**config.mk**
```make
export PLATFORM = sky130hd
export DESIGN_NAME = flash_program_erase_controller
export DESIGN_NICKNAME = d
export VERILOG_FILES = /design/src/flash_ctl_pkg.sv /design/src/flash_program_erase_controller.sv
export VERILOG_INCLUDE_DIRS = /design/src
export SDC_FILE = /design/constraint.sdc
export NUM_CORES = 1
export LEC_CHECK = 0
export BUFFER_PORTS_ARGS = -buffer_cell sky130_fd_sc_hd__buf_2
export CORE_MARGIN = 2
export CORE_UTILIZATION = 40
export DETAILED_ROUTE_END_ITERATION = 12
export PLACE_DENSITY_LB_ADDON = 0.2
export SLEW_MARGIN = 25
export SYNTH_ARGS = -nofsm -noshare
export SYNTH_HDL_FRONTEND = slang
export SYNTH_SLANG_ARGS = --single-unit
```
**constraint.sdc**
```tcl
create_clock -name i_core_clk -period 4.3 [get_ports i_core_clk]
set_input_delay 0.645 -clock i_core_clk [delete_from_list [all_inputs] [get_ports i_core_clk]]
set_output_delay 0.645 -clock i_core_clk [all_outputs]
set_load 0.01 [all_outputs]
```
**src/flash_ctl_defines.svh**
```systemverilog
// flash_ctl_defines.svh - offsets, commands, state codes and timing of the
// flash program/erase controller. Definitions only; included by bare name.
`ifndef FLASH_CTL_DEFINES_SVH
`define FLASH_CTL_DEFINES_SVH

// --------------------------------------------------------------
// register file addresses (12-bit)
// --------------------------------------------------------------
`define ADDR_CMD_STAT 12'hFF8
`define ADDR_PAGE_PROT 12'hFF9
`define ADDR_KHZ_HI 12'hFFA
`define ADDR_KHZ_LO 12'hFFB

// --------------------------------------------------------------
// command codes
// --------------------------------------------------------------
`define CMD_RESET 8'h00
`define CMD_UNLOCK1 8'h73
`define CMD_UNLOCK2 8'h8C
`define CMD_PAGE_ERASE 8'h95
`define CMD_MASS_ERASE 8'h63
`define CMD_PROT_SEL 8'h5E

// --------------------------------------------------------------
// status codes, field positions, reset values
// --------------------------------------------------------------
`define ST_LOCKED 8'h00
`define ST_UNLOCK1 8'h01
`define ST_UNLOCK2 8'h02
`define ST_UNLOCKED 8'h03
`define ST_PROT_SEL 8'h04
`define ST_PROGRAM 8'h08
`define ST_ERASE 8'h10
`define PAGE_MSB 6
`define ADDR_PAGE_LSB 9
`define SECT_MSB 4
`define SECT_LSB 2
`define PROT_RESET 8'h00
`define PAGE_RESET 8'h00
`define KHZ_RESET 16'h0000

// --------------------------------------------------------------
// timing: one microsecond tick is built by adding this step in kHz
// --------------------------------------------------------------
`define KHZ_PER_MHZ 17'h003E8
`define PROG_TIME_US 14'h0028
`define ERASE_TIME_US 14'h2710

`endif

```
**src/flash_ctl_pkg.sv**
```systemverilog
// flash_ctl_pkg.sv - types shared by the flash program/erase controller.
// Assumes flash_ctl_defines.svh holds the numeric constants.
package flash_ctl_pkg;

   // controller sequencing states
   typedef enum logic [2:0] {
      S_LOCKED,
      S_UNLOCK1,
      S_UNLOCK2,
      S_UNLOCKED,
      S_PROT_SEL,
      S_PROGRAM,
      S_ERASE
   } ctl_state_t;

endpackage

```
**src/flash_program_erase_controller.sv**
```systemverilog
// flash_program_erase_controller.sv - lock/unlock sequencer, sector protect,
// byte program and page erase timing for the on-chip flash array.
// Assumes register-file and program-memory strobes, option bits and debug
// read requests all come from logic on i_core_clk; the array obeys levels.
//
// Summary of operation
// 16-bit kHz value from two byte registers sets all program/erase timing.
// software keeps the clock between 32 kHz and 20 MHz for operations.
// read-protect option refuses debug and bypass reads of user flash.
// every reset leaves the controller locked.
// out-of-order command or page-select writes relock the controller.
// unlock is 00h, page, 73h, 8Ch, same page again.
// command 5Eh maps the shared address onto sector protect.
// sector protect bits can only be set by user writes.
// reset clears sector protect to zero.
// any command write deselects sector protect.
// write-protect option blocks every program and erase.
// program memory writes only program bytes inside the unlocked page.
// programming only clears bits; erase restores FFh.
// cpu held idle during program or erase; interrupts wait.
// writing 00h while unlocked leaves programming mode, locked.
// bytes in protected sectors are never programmed.
// software programs a location at most twice between erases.
// command 95h when unlocked erases the selected 512-byte page.
// after page erase the controller relocks and the cpu resumes.
// page erase only happens in unprotected sectors.
// mass erase is never done for user code.
// page field gives program memory address bits 15 down to 9.
// readable status field reports the controller state.
// pulses are timed by microsecond ticks scaled from the kHz value; the code ticks at most once per cycle, so pulses run long below 1000 kHz.
`timescale 1ns/1ps
`include "flash_ctl_defines.svh"

module flash_program_erase_controller
   import flash_ctl_pkg::*;
#(
   parameter logic [13:0] ERASE_US = `ERASE_TIME_US
)
(
   input wire logic i_core_clk,
   input wire logic i_rstn,
   input wire logic i_reg_wr,
   input wire logic i_reg_rd,
   input wire logic [11:0] i_reg_addr,
   input wire logic [7:0] i_reg_wdata,
   input wire logic i_pm_wr,
   input wire logic [15:0] i_pm_addr,
   input wire logic [7:0] i_pm_wdata,
   input wire logic i_read_protect,
   input wire logic i_write_protect,
   input wire logic i_ext_rd_req,
   output logic [7:0] o_reg_rdata,
   output logic o_reg_rvalid,
   output logic o_ext_rd_grant,
   output logic o_ext_rd_refused,
   output logic o_cpu_hold,
   output logic o_fl_prog,
   output logic o_fl_erase,
   output logic [15:0] o_fl_addr,
   output logic [7:0] o_fl_wdata
);

   // ------------------------------------------------------------
   // state
   // ------------------------------------------------------------
   typedef struct packed {
      ctl_state_t st;
      logic page_ok;
      logic [7:0] page;
      logic [7:0] prot;
      logic [15:0] khz;
      logic [16:0] acc;
      logic [13:0] us;
      logic [7:0] rdata;
      logic rvalid;
      logic grant;
      logic refused;
      logic hold;
      logic prog;
      logic erase;
      logic [15:0] faddr;
      logic [7:0] fdata;
   } ctl_regs_t;

   ctl_regs_t r_q;
   ctl_regs_t r_d;

   // sector number of a page
   function automatic logic [2:0] sector_of(input logic [7:0] pg);
      sector_of = pg[`SECT_MSB:`SECT_LSB];
   endfunction

   // true when the page may be changed by user code
   function automatic logic page_free(input logic [7:0] pg, input logic [7:0] pr,
                                      input logic wp, input logic [15:0] khz);
      page_free = !pr[sector_of(pg)] && !wp && (khz != `KHZ_RESET);
   endfunction

   // status code of a state
   function automatic logic [7:0] status_of(input ctl_state_t s);
      unique case (s)
         S_LOCKED: status_of = `ST_LOCKED;
         S_UNLOCK1: status_of = `ST_UNLOCK1;
         S_UNLOCK2: status_of = `ST_UNLOCK2;
         S_UNLOCKED: status_of = `ST_UNLOCKED;
         S_PROT_SEL: status_of = `ST_PROT_SEL;
         S_PROGRAM: status_of = `ST_PROGRAM;
         S_ERASE: status_of = `ST_ERASE;
         default: status_of = `ST_LOCKED;
      endcase
   endfunction

   logic cmd_wr;
   logic pg_wr;
   logic busy;
   logic [16:0] acc_sum;
   logic tick;
   logic in_page;

   // ------------------------------------------------------------
   // next state
   // ------------------------------------------------------------
   always_comb
   begin
      r_d = r_q;
      cmd_wr = i_reg_wr && (i_reg_addr == `ADDR_CMD_STAT);
      pg_wr = i_reg_wr && (i_reg_addr == `ADDR_PAGE_PROT);
      busy = (r_q.st == S_PROGRAM) || (r_q.st == S_ERASE);
      in_page = (i_pm_addr[15:`ADDR_PAGE_LSB] == r_q.page[`PAGE_MSB:0]);

      // microsecond tick: add 1000 kHz per cycle, wrap at the kHz value
      acc_sum = r_q.acc + `KHZ_PER_MHZ;
      tick = 1'b0;
      if (busy)
      begin
         if (acc_sum >= {1'b0, r_q.khz})
         begin
            tick = 1'b1;
            r_d.acc = acc_sum - {1'b0, r_q.khz};
         end
         else
         begin
            r_d.acc = acc_sum;
         end
         if (tick)
         begin
            r_d.us = r_q.us + 14'h0001;
         end
      end

      // kHz value registers, writable only while idle
      if (i_reg_wr && !busy && i_reg_addr == `ADDR_KHZ_HI)
         r_d.khz[15:8] = i_reg_wdata;
      if (i_reg_wr && !busy && i_reg_addr == `ADDR_KHZ_LO)
         r_d.khz[7:0] = i_reg_wdata;

      // sequencer
      unique case (r_q.st)
         S_LOCKED:
         begin
            if (pg_wr)
            begin
               r_d.page = i_reg_wdata;
               r_d.page_ok = 1'b1;
            end
            else if (cmd_wr && i_reg_wdata == `CMD_UNLOCK1 && r_q.page_ok)
               r_d.st = S_UNLOCK1;
            else if (cmd_wr && i_reg_wdata == `CMD_PROT_SEL)
               r_d.st = S_PROT_SEL;
            else if (cmd_wr)
               r_d.page_ok = 1'b0;
         end
         S_UNLOCK1:
         begin
            if (cmd_wr && i_reg_wdata == `CMD_UNLOCK2)
               r_d.st = S_UNLOCK2;
            else if (cmd_wr || pg_wr)
               r_d.st = S_LOCKED;
         end
         S_UNLOCK2:
         begin
            if (pg_wr && i_reg_wdata == r_q.page)
               r_d.st = S_UNLOCKED;
            else if (cmd_wr || pg_wr)
               r_d.st = S_LOCKED;
         end
         S_UNLOCKED:
         begin
            if (cmd_wr && i_reg_wdata == `CMD_PAGE_ERASE
                && page_free(r_q.page, r_q.prot, i_write_protect, r_q.khz))
            begin
               r_d.st = S_ERASE;
               r_d.faddr = {r_q.page[`PAGE_MSB:0], 9'h000};
               r_d.erase = 1'b1;
               r_d.hold = 1'b1;
            end
            else if (cmd_wr && i_reg_wdata == `CMD_PROT_SEL)
            begin
               r_d.st = S_PROT_SEL;
            end
            else if (cmd_wr || pg_wr)
            begin
               r_d.st = S_LOCKED;
            end
            else if (i_pm_wr && in_page
                     && page_free(r_q.page, r_q.prot, i_write_protect, r_q.khz))
            begin
               r_d.st = S_PROGRAM;
               r_d.faddr = i_pm_addr;
               r_d.fdata = i_pm_wdata;
               r_d.prog = 1'b1;
               r_d.hold = 1'b1;
            end
         end
         S_PROT_SEL:
         begin
            if (pg_wr)
               r_d.prot = r_q.prot | i_reg_wdata;
            if (cmd_wr)
               r_d.st = S_LOCKED;
         end
         S_PROGRAM, S_ERASE:
         begin
            if (r_q.us == ((r_q.st == S_PROGRAM) ? `PROG_TIME_US : ERASE_US))
            begin
               r_d.st = (r_q.st == S_PROGRAM) ? S_UNLOCKED : S_LOCKED;
               r_d.prog = 1'b0;
               r_d.erase = 1'b0;
               r_d.hold = 1'b0;
               r_d.us = 14'h0000;
               r_d.acc = 17'h00000;
            end
         end
      endcase
      if (r_d.st == S_LOCKED && r_q.st != S_LOCKED)
      begin
         r_d.page_ok = 1'b0;
      end

      // register read data, one cycle after the read strobe
      r_d.rvalid = i_reg_rd;
      r_d.rdata = 8'h00;
      if (i_reg_rd)
      begin
         unique case (i_reg_addr)
            `ADDR_CMD_STAT: r_d.rdata = status_of(r_q.st);
            `ADDR_PAGE_PROT: r_d.rdata = (r_q.st == S_PROT_SEL) ? r_q.prot : r_q.page;
            `ADDR_KHZ_HI: r_d.rdata = r_q.khz[15:8];
            `ADDR_KHZ_LO: r_d.rdata = r_q.khz[7:0];
            default: r_d.rdata = 8'h00;
         endcase
      end

      // external (debug or bypass) read gating
      r_d.grant = i_ext_rd_req && !i_read_protect;
      r_d.refused = i_ext_rd_req && i_read_protect;
   end

   // ------------------------------------------------------------
   // registers
   // ------------------------------------------------------------
   always_ff @(posedge i_core_clk or negedge i_rstn)
   begin
      if (!i_rstn)
      begin
         r_q <= '0;
         r_q.st <= S_LOCKED;
         r_q.prot <= `PROT_RESET;
         r_q.page <= `PAGE_RESET;
         r_q.khz <= `KHZ_RESET;
      end
      else
      begin
         r_q <= r_d;
      end
   end

   // outputs straight from flip-flops
   assign o_reg_rdata = r_q.rdata;
   assign o_reg_rvalid = r_q.rvalid;
   assign o_ext_rd_grant = r_q.grant;
   assign o_ext_rd_refused = r_q.refused;
   assign o_cpu_hold = r_q.hold;
   assign o_fl_prog = r_q.prog;
   assign o_fl_erase = r_q.erase;
   assign o_fl_addr = r_q.faddr;
   assign o_fl_wdata = r_q.fdata;
endmodule

```
==> results of run 1 <==
[layer usage]
| metal | vias to the layer above | share of wire, % | GRT usage, % |
|---|---|---|---|
| met4 | 0 | 2.0 | 7.151 |
| met1 | 2579 | 46 | 27.49 |
| met2 | 148 | 47 | 32.64 |
| met5 | - | 0 | 0 |
| li1 | 2573 | - | - |
| met3 | 25 | 4.5 | 3.006 |
[synth_stat cells, drive strengths merged (2+ instances only)]
master / count / area, um^2
or2: 3 / 18.77
o21ai: 35 / 186.4
xor2: 10 / 87.58
a22o: 2 / 17.52
nand2b: 10 / 62.56
mux2i: 18 / 180.2
nor4b: 2 / 17.52
nor3: 14 / 91.34
o31ai: 5 / 37.54
o311ai: 2 / 17.52
or4: 4 / 30.03
o31a: 2 / 18.77
nand4b: 4 / 35.03
o41ai: 2 / 17.52
dfrtp: 105 / 2628
a21o: 16 / 120.1
buf: 47 / 335.3
a21oi: 30 / 172.7
nand3: 27 / 135.1
a221oi: 2 / 17.52
inv: 31 / 116.4
o211ai: 3 / 41.29
clkbuf: 17 / 65.06
and3: 11 / 68.82
nor4: 11 / 83.83
ha: 19 / 237.7
a31oi: 7 / 43.79
nand4: 20 / 131.4
a31o: 2 / 17.52
nand2: 73 / 276.5
xnor2: 31 / 271.5
nor2b: 8 / 50.05
mux2: 36 / 405.4
o22ai: 5 / 31.28
and2: 5 / 33.79
nor3b: 2 / 20.02
o21a: 5 / 37.54
mux4: 2 / 45.04
nor2: 42 / 172.7
a211oi: 9 / 82.58
a22oi: 10 / 75.07
[cells by family after synthesis]
family / synth area share (%)
DFF: 39.39
and+or+nand+nor: 19.43
AOI/OAI and AO/OA: 14.73
muxes: 9.454
xor gates and xnor gates: 5.384
adders and majority gates: 3.864
buffers and inverters: 7.747
[worst paths after layout]
kind	start	end	slack, ps
setup / recovery	r_q[55]	r_q[59]	560
hold / removal	i_rstn	o_fl_wdata[5]	340
setup reg to reg	r_q[55]	r_q[59]	560
hold reg to reg	o_fl_addr[1]	o_fl_addr[1]	460
max in group asynchronous	i_rstn	o_reg_rdata[6]	3180
min in group i_core_clk	i_reg_rd	o_reg_rvalid	410
[per-stage QoR]
stage | setup slack (ps) | util (%) | cell area (um^2) | hold slack [ps]
global placement | 696.6 | 42.61 | 7015 | 444.6
CTS | 577.3 | 44.53 | 7332 | 381.0
finish | 564.8 | 44.53 | 7332 | 338.2
detailed placement | 599.2 | 42.63 | 7019 | 450.4
floorplan | 1090 | - | 6670 | 349.4
global route | 309.2 | 44.53 | 7332 | 405.4
[power by group through the flow]
stage / combinational [W] / sequential [W] / clock [W]
after CTS: 0.00218 / 0.00126 / 0.000884
after global placement: 0.00212 / 0.00127 / 0
after global routing: 0.00242 / 0.00129 / 0.000931
final: 0.00218 / 0.00126 / 0.000865
after floorplan: 0.00181 / 0.00120 / 0
after detailed placement: 0.00217 / 0.00128 / 0
[registers in the layout (all words and copies together) (netlist names)]
signal            cells
r_q                  67
o_ext_rd_grant        1
o_fl_addr            16
o_fl_wdata            8
o_fl_erase            1
o_reg_rdata           8
o_cpu_hold            1
o_ext_rd_refused      1
o_fl_prog             1
o_reg_rvalid          1
[layout by cell type, fill, tap and decap left out, types with 16 or more instances in the layout]
master / synthesis / layout
sky130_fd_sc_hd__nand2_1: 72 / 72
sky130_fd_sc_hd__dfrtp_1: 105 / 105
sky130_fd_sc_hd__mux2_2: 36 / 36
sky130_fd_sc_hd__mux2i_1: 18 / 18
sky130_fd_sc_hd__nand4_1: 19 / 19
sky130_fd_sc_hd__nor2_1: 40 / 40
sky130_fd_sc_hd__a21o_1: 16 / 16
sky130_fd_sc_hd__buf_2: 10 / 88
sky130_fd_sc_hd__nand3_1: 27 / 27
sky130_fd_sc_hd__xnor2_1: 31 / 31
sky130_fd_sc_hd__a21oi_1: 28 / 28
sky130_fd_sc_hd__ha_1: 19 / 19
sky130_fd_sc_hd__o21ai_0: 31 / 31
sky130_fd_sc_hd__inv_1: 30 / 30
[worst max-delay path, cell delays in order (launching register included)]
cell	delay, ps
sky130_fd_sc_hd__dfrtp_1	420
sky130_fd_sc_hd__ha_1	270
sky130_fd_sc_hd__or4_1	470
sky130_fd_sc_hd__o21ai_0	170
sky130_fd_sc_hd__nand2_1	90
sky130_fd_sc_hd__ha_1	350
sky130_fd_sc_hd__and3_1	240
sky130_fd_sc_hd__nor2b_1	150
sky130_fd_sc_hd__a21oi_1	170
sky130_fd_sc_hd__nand2_1	130
sky130_fd_sc_hd__a21oi_4	620
sky130_fd_sc_hd__mux2_2	400
sky130_fd_sc_hd__o21ai_0	140
[layout make-up]
class                           count  area (um^2)
Clock buffer                        9        225.2
Clock inverter                      7        87.58
Fill cell                        1615         9134
Inverter                           31        116.4
Multi-Input combinational cell    502         3526
Sequential cell                   105         2628
Tap cell                          220        275.3
Timing Repair Buffer               92        474.2
==> impl_summary.log, run 1 <==
[metrics] global-route wire length before repair: 28.26 mm
[metrics] final instance count without filler cells: 966
[metrics] Leak: 3.402 nW
[metrics] Slew Viols, Final: 0
[metrics] Final Critical Period: 3735 ps
[metrics] post-synthesis cell type count: 75
[metrics] slew at the pin with the worst max-slew slack: 892.4 ps
[metrics] Post-Syn Instances: 702
[metrics] Die W: 133.1 um
[metrics] residual DRC count: 0
[metrics] Via density: 5.512
[metrics] number of global-route vias before repair: 5422
[metrics] die outline area: 17720 um^2
[metrics] highest attainable clock frequency: 267.7 MHz
[metrics] H-tree levels: 3
[metrics] CTS tree: built
[metrics] Worst Reg2Reg Path Length in Cells: 12
[metrics] outcome: completed
[metrics] Reg clk slew, reported paths: 80 ps
[metrics] clock insertion delay at the later pin of the skew report: 360 ps
[metrics] GRT Overall Usage: 20.08%
[metrics] worst supply voltage drop on vdd: 341.3 uV
[metrics] primary flip-flop cell chosen by synthesis mapping: sky130_fd_sc_hd__dfrtp_1
[metrics] post-detailed-routing wire length: 16.96 mm
[metrics] Net Sw Power: 0.001865 W
[metrics] worst path arrival time: 4000 ps
[metrics] overflow left after global routing: 0
[metrics] kind of start point of the critical path: flop
[metrics] number of flops mapped to enable cells by yosys: 0
[metrics] highest fanout seen on the critical path: 23
[metrics] Diodes inserted: 0
[metrics] endpoint class of the critical path: flop
[metrics] initial standard-cell utilization of the core: 40.51%
[metrics] Setup-failing EPs final: 0
[metrics] Final nets: 813
[metrics] share of post-route cells with drive strength above 1: 22.92%
[metrics] CTS sink cnt: 105
[metrics] hpwl dp: 12.43 mm
[metrics] Resized cells post-CTS: 0
[metrics] number of endpoints with negative hold slack in the final report: 0
[metrics] final worst-path cycle share: 86.86%
[metrics] area added between synthesis and finish: 9.923%
[metrics] detailed-routing iteration count for the pre-antenna-repair pass: 5
[metrics] num rows: 47
[metrics] maxcap violations: 0
[metrics] sequential share of power: 29.3%
[metrics] proportion of total power due to net switching: 43.32%
[metrics] largest clock skew in the final design: 10.79 ps
[metrics] Internal Dissipation: 0.002441 W
[metrics] post-synthesis net count: 774
[metrics] number of I/O port buffers: 89
[metrics] maximum number of pins on one net before global-route repair: 87
[metrics] Synth Cell Area: 6670 um^2
[metrics] portion of the post-synthesis area used by sequential elements: 39.39%
[metrics] Std-Cell Core Area: 16470 um^2
[metrics] initial antenna violation count: 1
[metrics] root buffer cell: sky130_fd_sc_hd__clkbuf_16
[metrics] maximum clock insertion buffer count: 2
[metrics] number of buffers added to fix hold violations after cts: 0
[metrics] worst path required time: 4570 ps
[metrics] count of nets left with antenna violations after detail routing: 0
[metrics] cell count after placement: 950
[metrics] height of the die: 133.1 um
[metrics] cell area power density: 587.3 nW/um^2
[metrics] total power consumption of the routed design: 0.004306 W
[metrics] total negative slack: 0 ps
[metrics] DR WL/cell: 17.55 um
[metrics] gp weighted congestion: 0.8893
[metrics] post-synthesis sequential element count: 105
[metrics] Via Count: 5325
[metrics] Ports: 90
[metrics] yosys warns: 0
[metrics] worst hold path type: in -> async
[metrics] mean post-synth cell area: 9.502 um^2
[metrics] relative max-transition margin: 40.29%
[metrics] fraction of registers with async set or reset after synthesis: 100.0%
[metrics] setup repair after global routing missed its margin: false
[metrics] clock power share: 20.1%
[metrics] Iteration-0 DRC Markers: 473
[metrics] TritonCTS Buffers: 9
[metrics] setup fix buffers added after clock tree synthesis: 0
[metrics] combinational group share of total power: 50.6%
[metrics] CP Class: reg -> reg
Note: power is estimated with default switching activity, not from simulation.
==> run 2: changes to the inputs <==
--- a/config.mk
+++ b/config.mk
@@ -6,6 +6,7 @@
 export SDC_FILE = /design/constraint.sdc
 export NUM_CORES = 1
 export LEC_CHECK = 0
+export ABC_AREA = 1
 export BUFFER_PORTS_ARGS = -buffer_cell sky130_fd_sc_hd__buf_2
 export CORE_MARGIN = 2
 export CORE_UTILIZATION = 40
==> impl_summary.log, run 2 <==
[metrics] Diodes inserted: 0
[metrics] Final nets: 1081
[metrics] register with the most flip-flops: r_q
[metrics] buffers and inverters on the worst path: 2
[metrics] area share of the largest cell type after synthesis: 37.75%
[metrics] Resized cells post-CTS: 0
[metrics] relative max-transition margin: 43.68%
[metrics] share of post-route cells with drive strength above 1: 15.48%
[metrics] number of flops mapped to enable cells by yosys: 0
[metrics] Worst Reg2Reg Path Length in Cells: 19
[metrics] mean post-synth cell area: 7.304 um^2
[metrics] final instance count without filler cells: 1239
[metrics] Synth Cell Area: 6960 um^2
[metrics] CTS tree: built
[metrics] cells along the critical path: ha_1 > nor2_1 > nand2_1 > nor3_1 > nand2_1 > nand2_1 > or2_2 > xor2_1 > inv_1 > ha_1 > inv_1 > nor3_1 > a41o_1 > nor2_2 > nand2_4 > nand2_4 > nor2_1 > nand2_1 > and2_1
[metrics] global-route wire length before repair: 29.76 mm
[metrics] number of I/O port buffers: 89
[metrics] highest fanout seen on the critical path: 43
[metrics] post-synthesis sequential element count: 105
[metrics] setup repair after global routing missed its margin: false
[metrics] max reg flops: 67
[metrics] Reg clk slew, reported paths: 80 ps
[metrics] height of the die: 135.9 um
[metrics] H-tree levels: 3
[metrics] most common cell after layout, fill and taps aside: sky130_fd_sc_hd__nand2_1
[metrics] most used cells in the layout excluding fill and tap cells: sky130_fd_sc_hd__nand2_1 (235), sky130_fd_sc_hd__inv_1 (127), sky130_fd_sc_hd__nor2_1 (108)
[metrics] cell area power density: 584.8 nW/um^2
[metrics] Critical R2R Launch: r_q[55]
[metrics] maximum clock insertion buffer count: 2
[metrics] primary flip-flop cell chosen by synthesis mapping: sky130_fd_sc_hd__dfrtp_1
[metrics] root buffer cell: sky130_fd_sc_hd__clkbuf_16
[metrics] overflow left after global routing: 0
[metrics] number of global-route vias before repair: 5866
[metrics] Slew Viols, Final: 0
[metrics] ranking of synthesized cells by area: sky130_fd_sc_hd__dfrtp_1 (38%), sky130_fd_sc_hd__nand2_1 (13%), sky130_fd_sc_hd__inv_1 (6.8%)
[metrics] clock insertion delay at the later pin of the skew report: 370 ps
[metrics] endpoint class of the critical path: flop
[metrics] Via Count: 6213
[metrics] fill cell count: 1839
[metrics] final critical-path setup slack: 851.4 ps
[metrics] initial standard-cell utilization of the core: 40.52%
[metrics] worst path arrival time: 3700 ps
[metrics] post-detailed-routing wire length: 18.40 mm
[metrics] CP Class: reg -> reg
[metrics] count of nets left with antenna violations after detail routing: 0
[metrics] die outline area: 18470 um^2
[metrics] Die W: 135.9 um
[metrics] Std-Cell Core Area: 17180 um^2
[metrics] stage delay of the slowest cell on the critical path: 420 ps
[metrics] TritonCTS Buffers: 9
[metrics] highest attainable clock frequency: 290.0 MHz
[metrics] worst setup path startpoint: r_q[55]
[metrics] worst supply voltage drop on vdd: 285.1 uV
[metrics] portion of the post-synthesis area used by sequential elements: 37.75%
[metrics] WP depth: 19
[metrics] Post-Route Hold Slack: 360.3 ps
[metrics] detailed-routing iteration count for the pre-antenna-repair pass: 5
[metrics] Post-Syn Instances: 953
[metrics] outcome: completed
[metrics] Ports: 90
[metrics] Iteration-0 DRC Markers: 379
[metrics] total negative slack: 0 ps
[metrics] GRT Overall Usage: 20.57%
[metrics] top-count cell post-synth: sky130_fd_sc_hd__nand2_1
[metrics] post-synth top area cell: sky130_fd_sc_hd__dfrtp_1
[metrics] commonest cells in the netlist: sky130_fd_sc_hd__nand2_1 (235), sky130_fd_sc_hd__inv_1 (127), sky130_fd_sc_hd__nor2_1 (108)
[metrics] Final Critical Period: 3449 ps
[metrics] number of endpoints with negative hold slack in the final report: 0
[metrics] worst path required time: 4560 ps
[metrics] cell occurring most often along the worst timing path: sky130_fd_sc_hd__nand2_1
[metrics] setup fix buffers added after clock tree synthesis: 0
[metrics] maximum number of pins on one net before global-route repair: 59
[metrics] yosys warns: 0
[metrics] Post-Place Worst Slack: 877.4 ps
[metrics] post-synthesis net count: 1025
[metrics] gp weighted congestion: 0.9522
[metrics] DR WL/cell: 14.85 um
[metrics] initial antenna violation count: 0
[metrics] number of buffers added to fix hold violations after cts: 0
[metrics] largest clock skew in the final design: 12.68 ps
[metrics] area added between synthesis and finish: 10.12%
[metrics] final worst-path cycle share: 80.20%
[metrics] Critical Path Slowest Stage Cell: sky130_fd_sc_hd__dfrtp_1
[metrics] cell count after placement: 1223
[metrics] kind of start point of the critical path: flop
[metrics] hpwl dp: 14.07 mm
[metrics] fraction of registers with async set or reset after synthesis: 100.0%
[metrics] post-synthesis cell type count: 52
[metrics] slew at the pin with the worst max-slew slack: 841.6 ps
[metrics] CTS sink cnt: 105
[metrics] Via density: 5.015
[metrics] total power consumption of the routed design: 0.004482 W
[metrics] residual DRC count: 0
[metrics] worst hold path type: in -> async
[metrics] Setup-failing EPs final: 0
[metrics] num rows: 48
[metrics] Top delay family on crit path: simple AND/OR/NAND/NOR gates
[metrics] maxcap violations: 0
[metrics] Leak: 3.961 nW
==> run 2: metal layers <==
metal	wire length (um)	global-route usage, %	part of all wire, %
met5	0	0	0
met4	331	6.655	1.8
met3	722	2.461	3.9
met2	8956	35.04	49
met1	8394	27.26	46
==> run 2: cells by family after synthesis <==
kind of cell    after synthesis  share of synthesized area (%)
fa+ha+maj                    20                          3.703
buf+inv                     188                          12.62
simple gates                460                          28.51
compound gates              144                          12.49
flops                       105                          37.75
mux                           8                          1.294
xor+xnor                     28                          3.631
==> run 2: final cells by class <==
type	instances	area (um^2)	area share, %
flip-flops and latches	105	2628	34.28
multi-input cells	660	3455	45.07
repair buffers	93	478.0	6.236
well taps	225	281.5	3.673
clock inverters	6	56.30	0.7346
inverters	140	528.0	6.889
clock buffers	10	239.0	3.118
==> run 2: metrics by stage <==
step / instance area [um^2] / utilization, %
5_1_grt: 7665 / 44.62
3_3_place_gp: 7370 / 42.91
6_report: 7665 / 44.62
3_5_place_dp: 7370 / 42.91
4_1_cts: 7665 / 44.62
2_1_floorplan: 6960 / -
==> run 2: where the power goes <==
group          total, W  internal, W  switching (W)
registers       0.00125      0.00111       0.000138
logic           0.00238     0.000819        0.00156
clock network  0.000854     0.000424       0.000431
==> run 2: path summary, 6_finish.rpt <==
kind / end / slack [ps]
min in group i_core_clk: o_reg_rvalid / 390
max in group asynchronous: r_q[54] / 3050
setup reg to reg: r_q[50] / 850
hold reg to reg: o_fl_prog / 470
hold / removal: r_q[63] / 360
setup / recovery: r_q[50] / 850
==> run 2: worst reg2reg max path: cells and delay by family, from the launching register on <==
family	cells	cell delay, ps
DFF	1	420
buffers and inverters	2	120
xor gates and xnor gates	1	200
AOI/OAI and AO/OA	1	210
and+or+nand+nor	13	1790
adders and majority gates	2	590
==> run 3: changes to the inputs <==
--- a/config.mk
+++ b/config.mk
@@ -6,7 +6,7 @@
 export SDC_FILE = /design/constraint.sdc
 export NUM_CORES = 1
 export LEC_CHECK = 0
-export ABC_AREA = 1
+export ABC_AREA = 0
 export BUFFER_PORTS_ARGS = -buffer_cell sky130_fd_sc_hd__buf_2
 export CORE_MARGIN = 2
 export CORE_UTILIZATION = 40
==> constraint.sdc (replaced) <==
create_clock -name i_core_clk -period 2.93 [get_ports i_core_clk]
set_input_delay 0.4395 -clock i_core_clk [delete_from_list [all_inputs] [get_ports i_core_clk]]
set_output_delay 0.4395 -clock i_core_clk [all_outputs]
set_load 0.01 [all_outputs]
==> impl_summary.log, run 3 (same netlist as run 1, synthesis figures left out) <==
[metrics] outcome: finished, violations left
[metrics] area added between synthesis and finish: 25.10%
[metrics] TritonCTS Buffers: 9
[metrics] max reg flops: 67
[metrics] Final Critical Period: 3088 ps
[metrics] DR WL/cell: 18.08 um
[metrics] cell area power density: 1005 nW/um^2
[metrics] Post-Route Hold Slack: 94.96 ps
[metrics] kind of start point of the critical path: flop
[metrics] initial antenna violation count: 1
[metrics] die outline area: 17720 um^2
[metrics] Critical R2R Launch: r_q[57]
[metrics] maximum clock insertion buffer count: 2
[metrics] most used cells in the layout excluding fill and tap cells: sky130_fd_sc_hd__dfrtp_1 (102), sky130_fd_sc_hd__buf_2 (88), sky130_fd_sc_hd__buf_4 (75)
[metrics] post-detailed-routing wire length: 18.93 mm
[metrics] global-route wire length before repair: 30.17 mm
[metrics] share of post-route cells with drive strength above 1: 36.64%
[metrics] total negative slack: -2513 ps
[metrics] CTS tree: built
[metrics] Diodes inserted: 0
[metrics] Reg area: 2631 um^2
[metrics] residual DRC count: 0
[metrics] hpwl dp: 13.70 mm
[metrics] count of nets left with antenna violations after detail routing: 0
[metrics] slew at the pin with the worst max-slew slack: 733.1 ps
[metrics] number of endpoints with negative hold slack in the final report: 0
[metrics] Finished Cell Area: 8344 um^2
[metrics] register with the most flip-flops: r_q
[metrics] root buffer cell: sky130_fd_sc_hd__clkbuf_16
[metrics] clock insertion delay at the later pin of the skew report: 360 ps
[metrics] worst supply voltage drop on vdd: 521.9 uV
[metrics] Via density: 5.534
[metrics] detailed-routing iteration count for the pre-antenna-repair pass: 5
[metrics] Setup-failing EPs final: 25
[metrics] num rows: 47
[metrics] worst hold path type: in -> async
[metrics] final worst-path cycle share: 105.4%
[metrics] worst path required time: 3170 ps
[metrics] number of buffers added to fix hold violations after cts: 0
[metrics] endpoint class of the critical path: flop
[metrics] number of I/O port buffers: 89
[metrics] worst reg2reg endpoint: r_q[58]
[metrics] relative max-transition margin: 50.86%
[metrics] initial standard-cell utilization of the core: 40.51%
[metrics] failing checks: setup timing
[metrics] flop-to-flop setup slack: -160 ps
[metrics] final instance count without filler cells: 1047
[metrics] cell area after placement: 7572 um^2
[metrics] CP Class: reg -> reg
[metrics] final critical-path setup slack: -157.9 ps
[metrics] height of the die: 133.1 um
[metrics] largest clock skew in the final design: 12.23 ps
[metrics] Reg clk slew, reported paths: 80 ps
[metrics] gp weighted congestion: 0.9231
[metrics] GRT Overall Usage: 21.44%
[metrics] Leak: 3.896 nW
[metrics] cell count after placement: 1015
[metrics] most common cell after layout, fill and taps aside: sky130_fd_sc_hd__dfrtp_1
[metrics] Die W: 133.1 um
[metrics] Slew Viols, Final: 0
[metrics] Ports: 90
[metrics] highest fanout seen on the critical path: 10
[metrics] maximum number of pins on one net before global-route repair: 55
[metrics] Via Count: 5794
[metrics] maxcap violations: 0
[metrics] setup repair after global routing missed its margin: true
[metrics] multi-input gate area in the final layout: 3849 um^2
[metrics] Final nets: 894
[metrics] worst path arrival time: 3330 ps
[metrics] Std-Cell Core Area: 16470 um^2
[metrics] Worst Reg2Reg Path Length in Cells: 13
[metrics] fill cell count: 1514
[metrics] CTS sink cnt: 105
[metrics] number of global-route vias before repair: 5673
[metrics] H-tree levels: 3
[metrics] Iteration-0 DRC Markers: 368
[metrics] highest attainable clock frequency: 323.8 MHz
[metrics] overflow left after global routing: 0
run 3: changes by cell type in the layout (fill, tap and decap cells not counted), sizes merged, moves of 22 or more:
cell   before  now
inv       143   34
xnor2       9   31
nand3      55   27
mux2        8   36
nor2      114   42
buf        93  173
nand2     244   73
o21ai      69   35
run 3: layout make-up:
type	count	share of cell area, %
clock inverters	7	1.260
multi-input cells	502	46.12
repair buffers	173	13.69
well taps	220	3.299
clock buffers	9	2.699
inverters	31	1.395
flip-flops and latches	105	31.53
run 3: worst max-delay path by stage:
stage / startpoint / endpoint / slack (ps) / depth (start not counted)
5_1_grt: r_q[57] / r_q[65] / -310 / 13
4_1_cts: r_q[56] / r_q[51] / -130 / 12
6_report: r_q[57] / r_q[58] / -160 / 13
3_5_place_dp: r_q[56] / r_q[51] / -250 / 12
2_1_floorplan: r_q[57] / r_q[47] / -90 / 14
3_3_place_gp: r_q[55] / r_q[68] / -130 / 13
run 3: per-layer routing:
metal	GRT usage [%]	routed length (um)	part of all wire (%)	up-vias
met2	34.23	8897	47	177
li1	-	-	-	2722
met1	30.53	8844	47	2876
met4	5.496	259	1.4	0
met3	3.539	930	4.9	19
met5	0	0	0	-
run 3: metrics by stage:
step	total power [W]	util (%)	setup slack, ps
final	0.008384	50.68	-157.9
after global routing	0.008900	50.68	-311.0
after CTS	0.007666	48.73	-128.4
after detailed placement	0.006048	45.99	-246.9
after floorplan	0.004477	-	-86.02
after global placement	0.005995	45.99	-127.3
run 3: worst max-delay path: stages, from the launching register on:
cell                       delay [ps]
sky130_fd_sc_hd__dfrtp_2          480
sky130_fd_sc_hd__a211oi_4         300
sky130_fd_sc_hd__nand2b_1         150
sky130_fd_sc_hd__xnor2_1          260
sky130_fd_sc_hd__ha_2             370
sky130_fd_sc_hd__nand2_1           80
sky130_fd_sc_hd__nor2_1            30
sky130_fd_sc_hd__o21ai_1          110
sky130_fd_sc_hd__nor3b_4          270
sky130_fd_sc_hd__o211ai_4         160
sky130_fd_sc_hd__a21oi_4          290
sky130_fd_sc_hd__buf_12           180
sky130_fd_sc_hd__mux2i_1          190
sky130_fd_sc_hd__o22ai_1          100
run 3: what timing repair did:
item	in CTS	in global routing
setup endpoints to repair	30	31
resized for setup	21	54
setup buffers	6	11
cloned	0	0
pin swaps	11	18
run 3: power by group:
| part | switching, W | internal (W) |
|---|---|---|
| clock network | 0.000635 | 0.000698 |
| logic | 0.00259 | 0.00263 |
| registers | 0.000227 | 0.00161 |
| total | 0.00345 | 0.00494 |
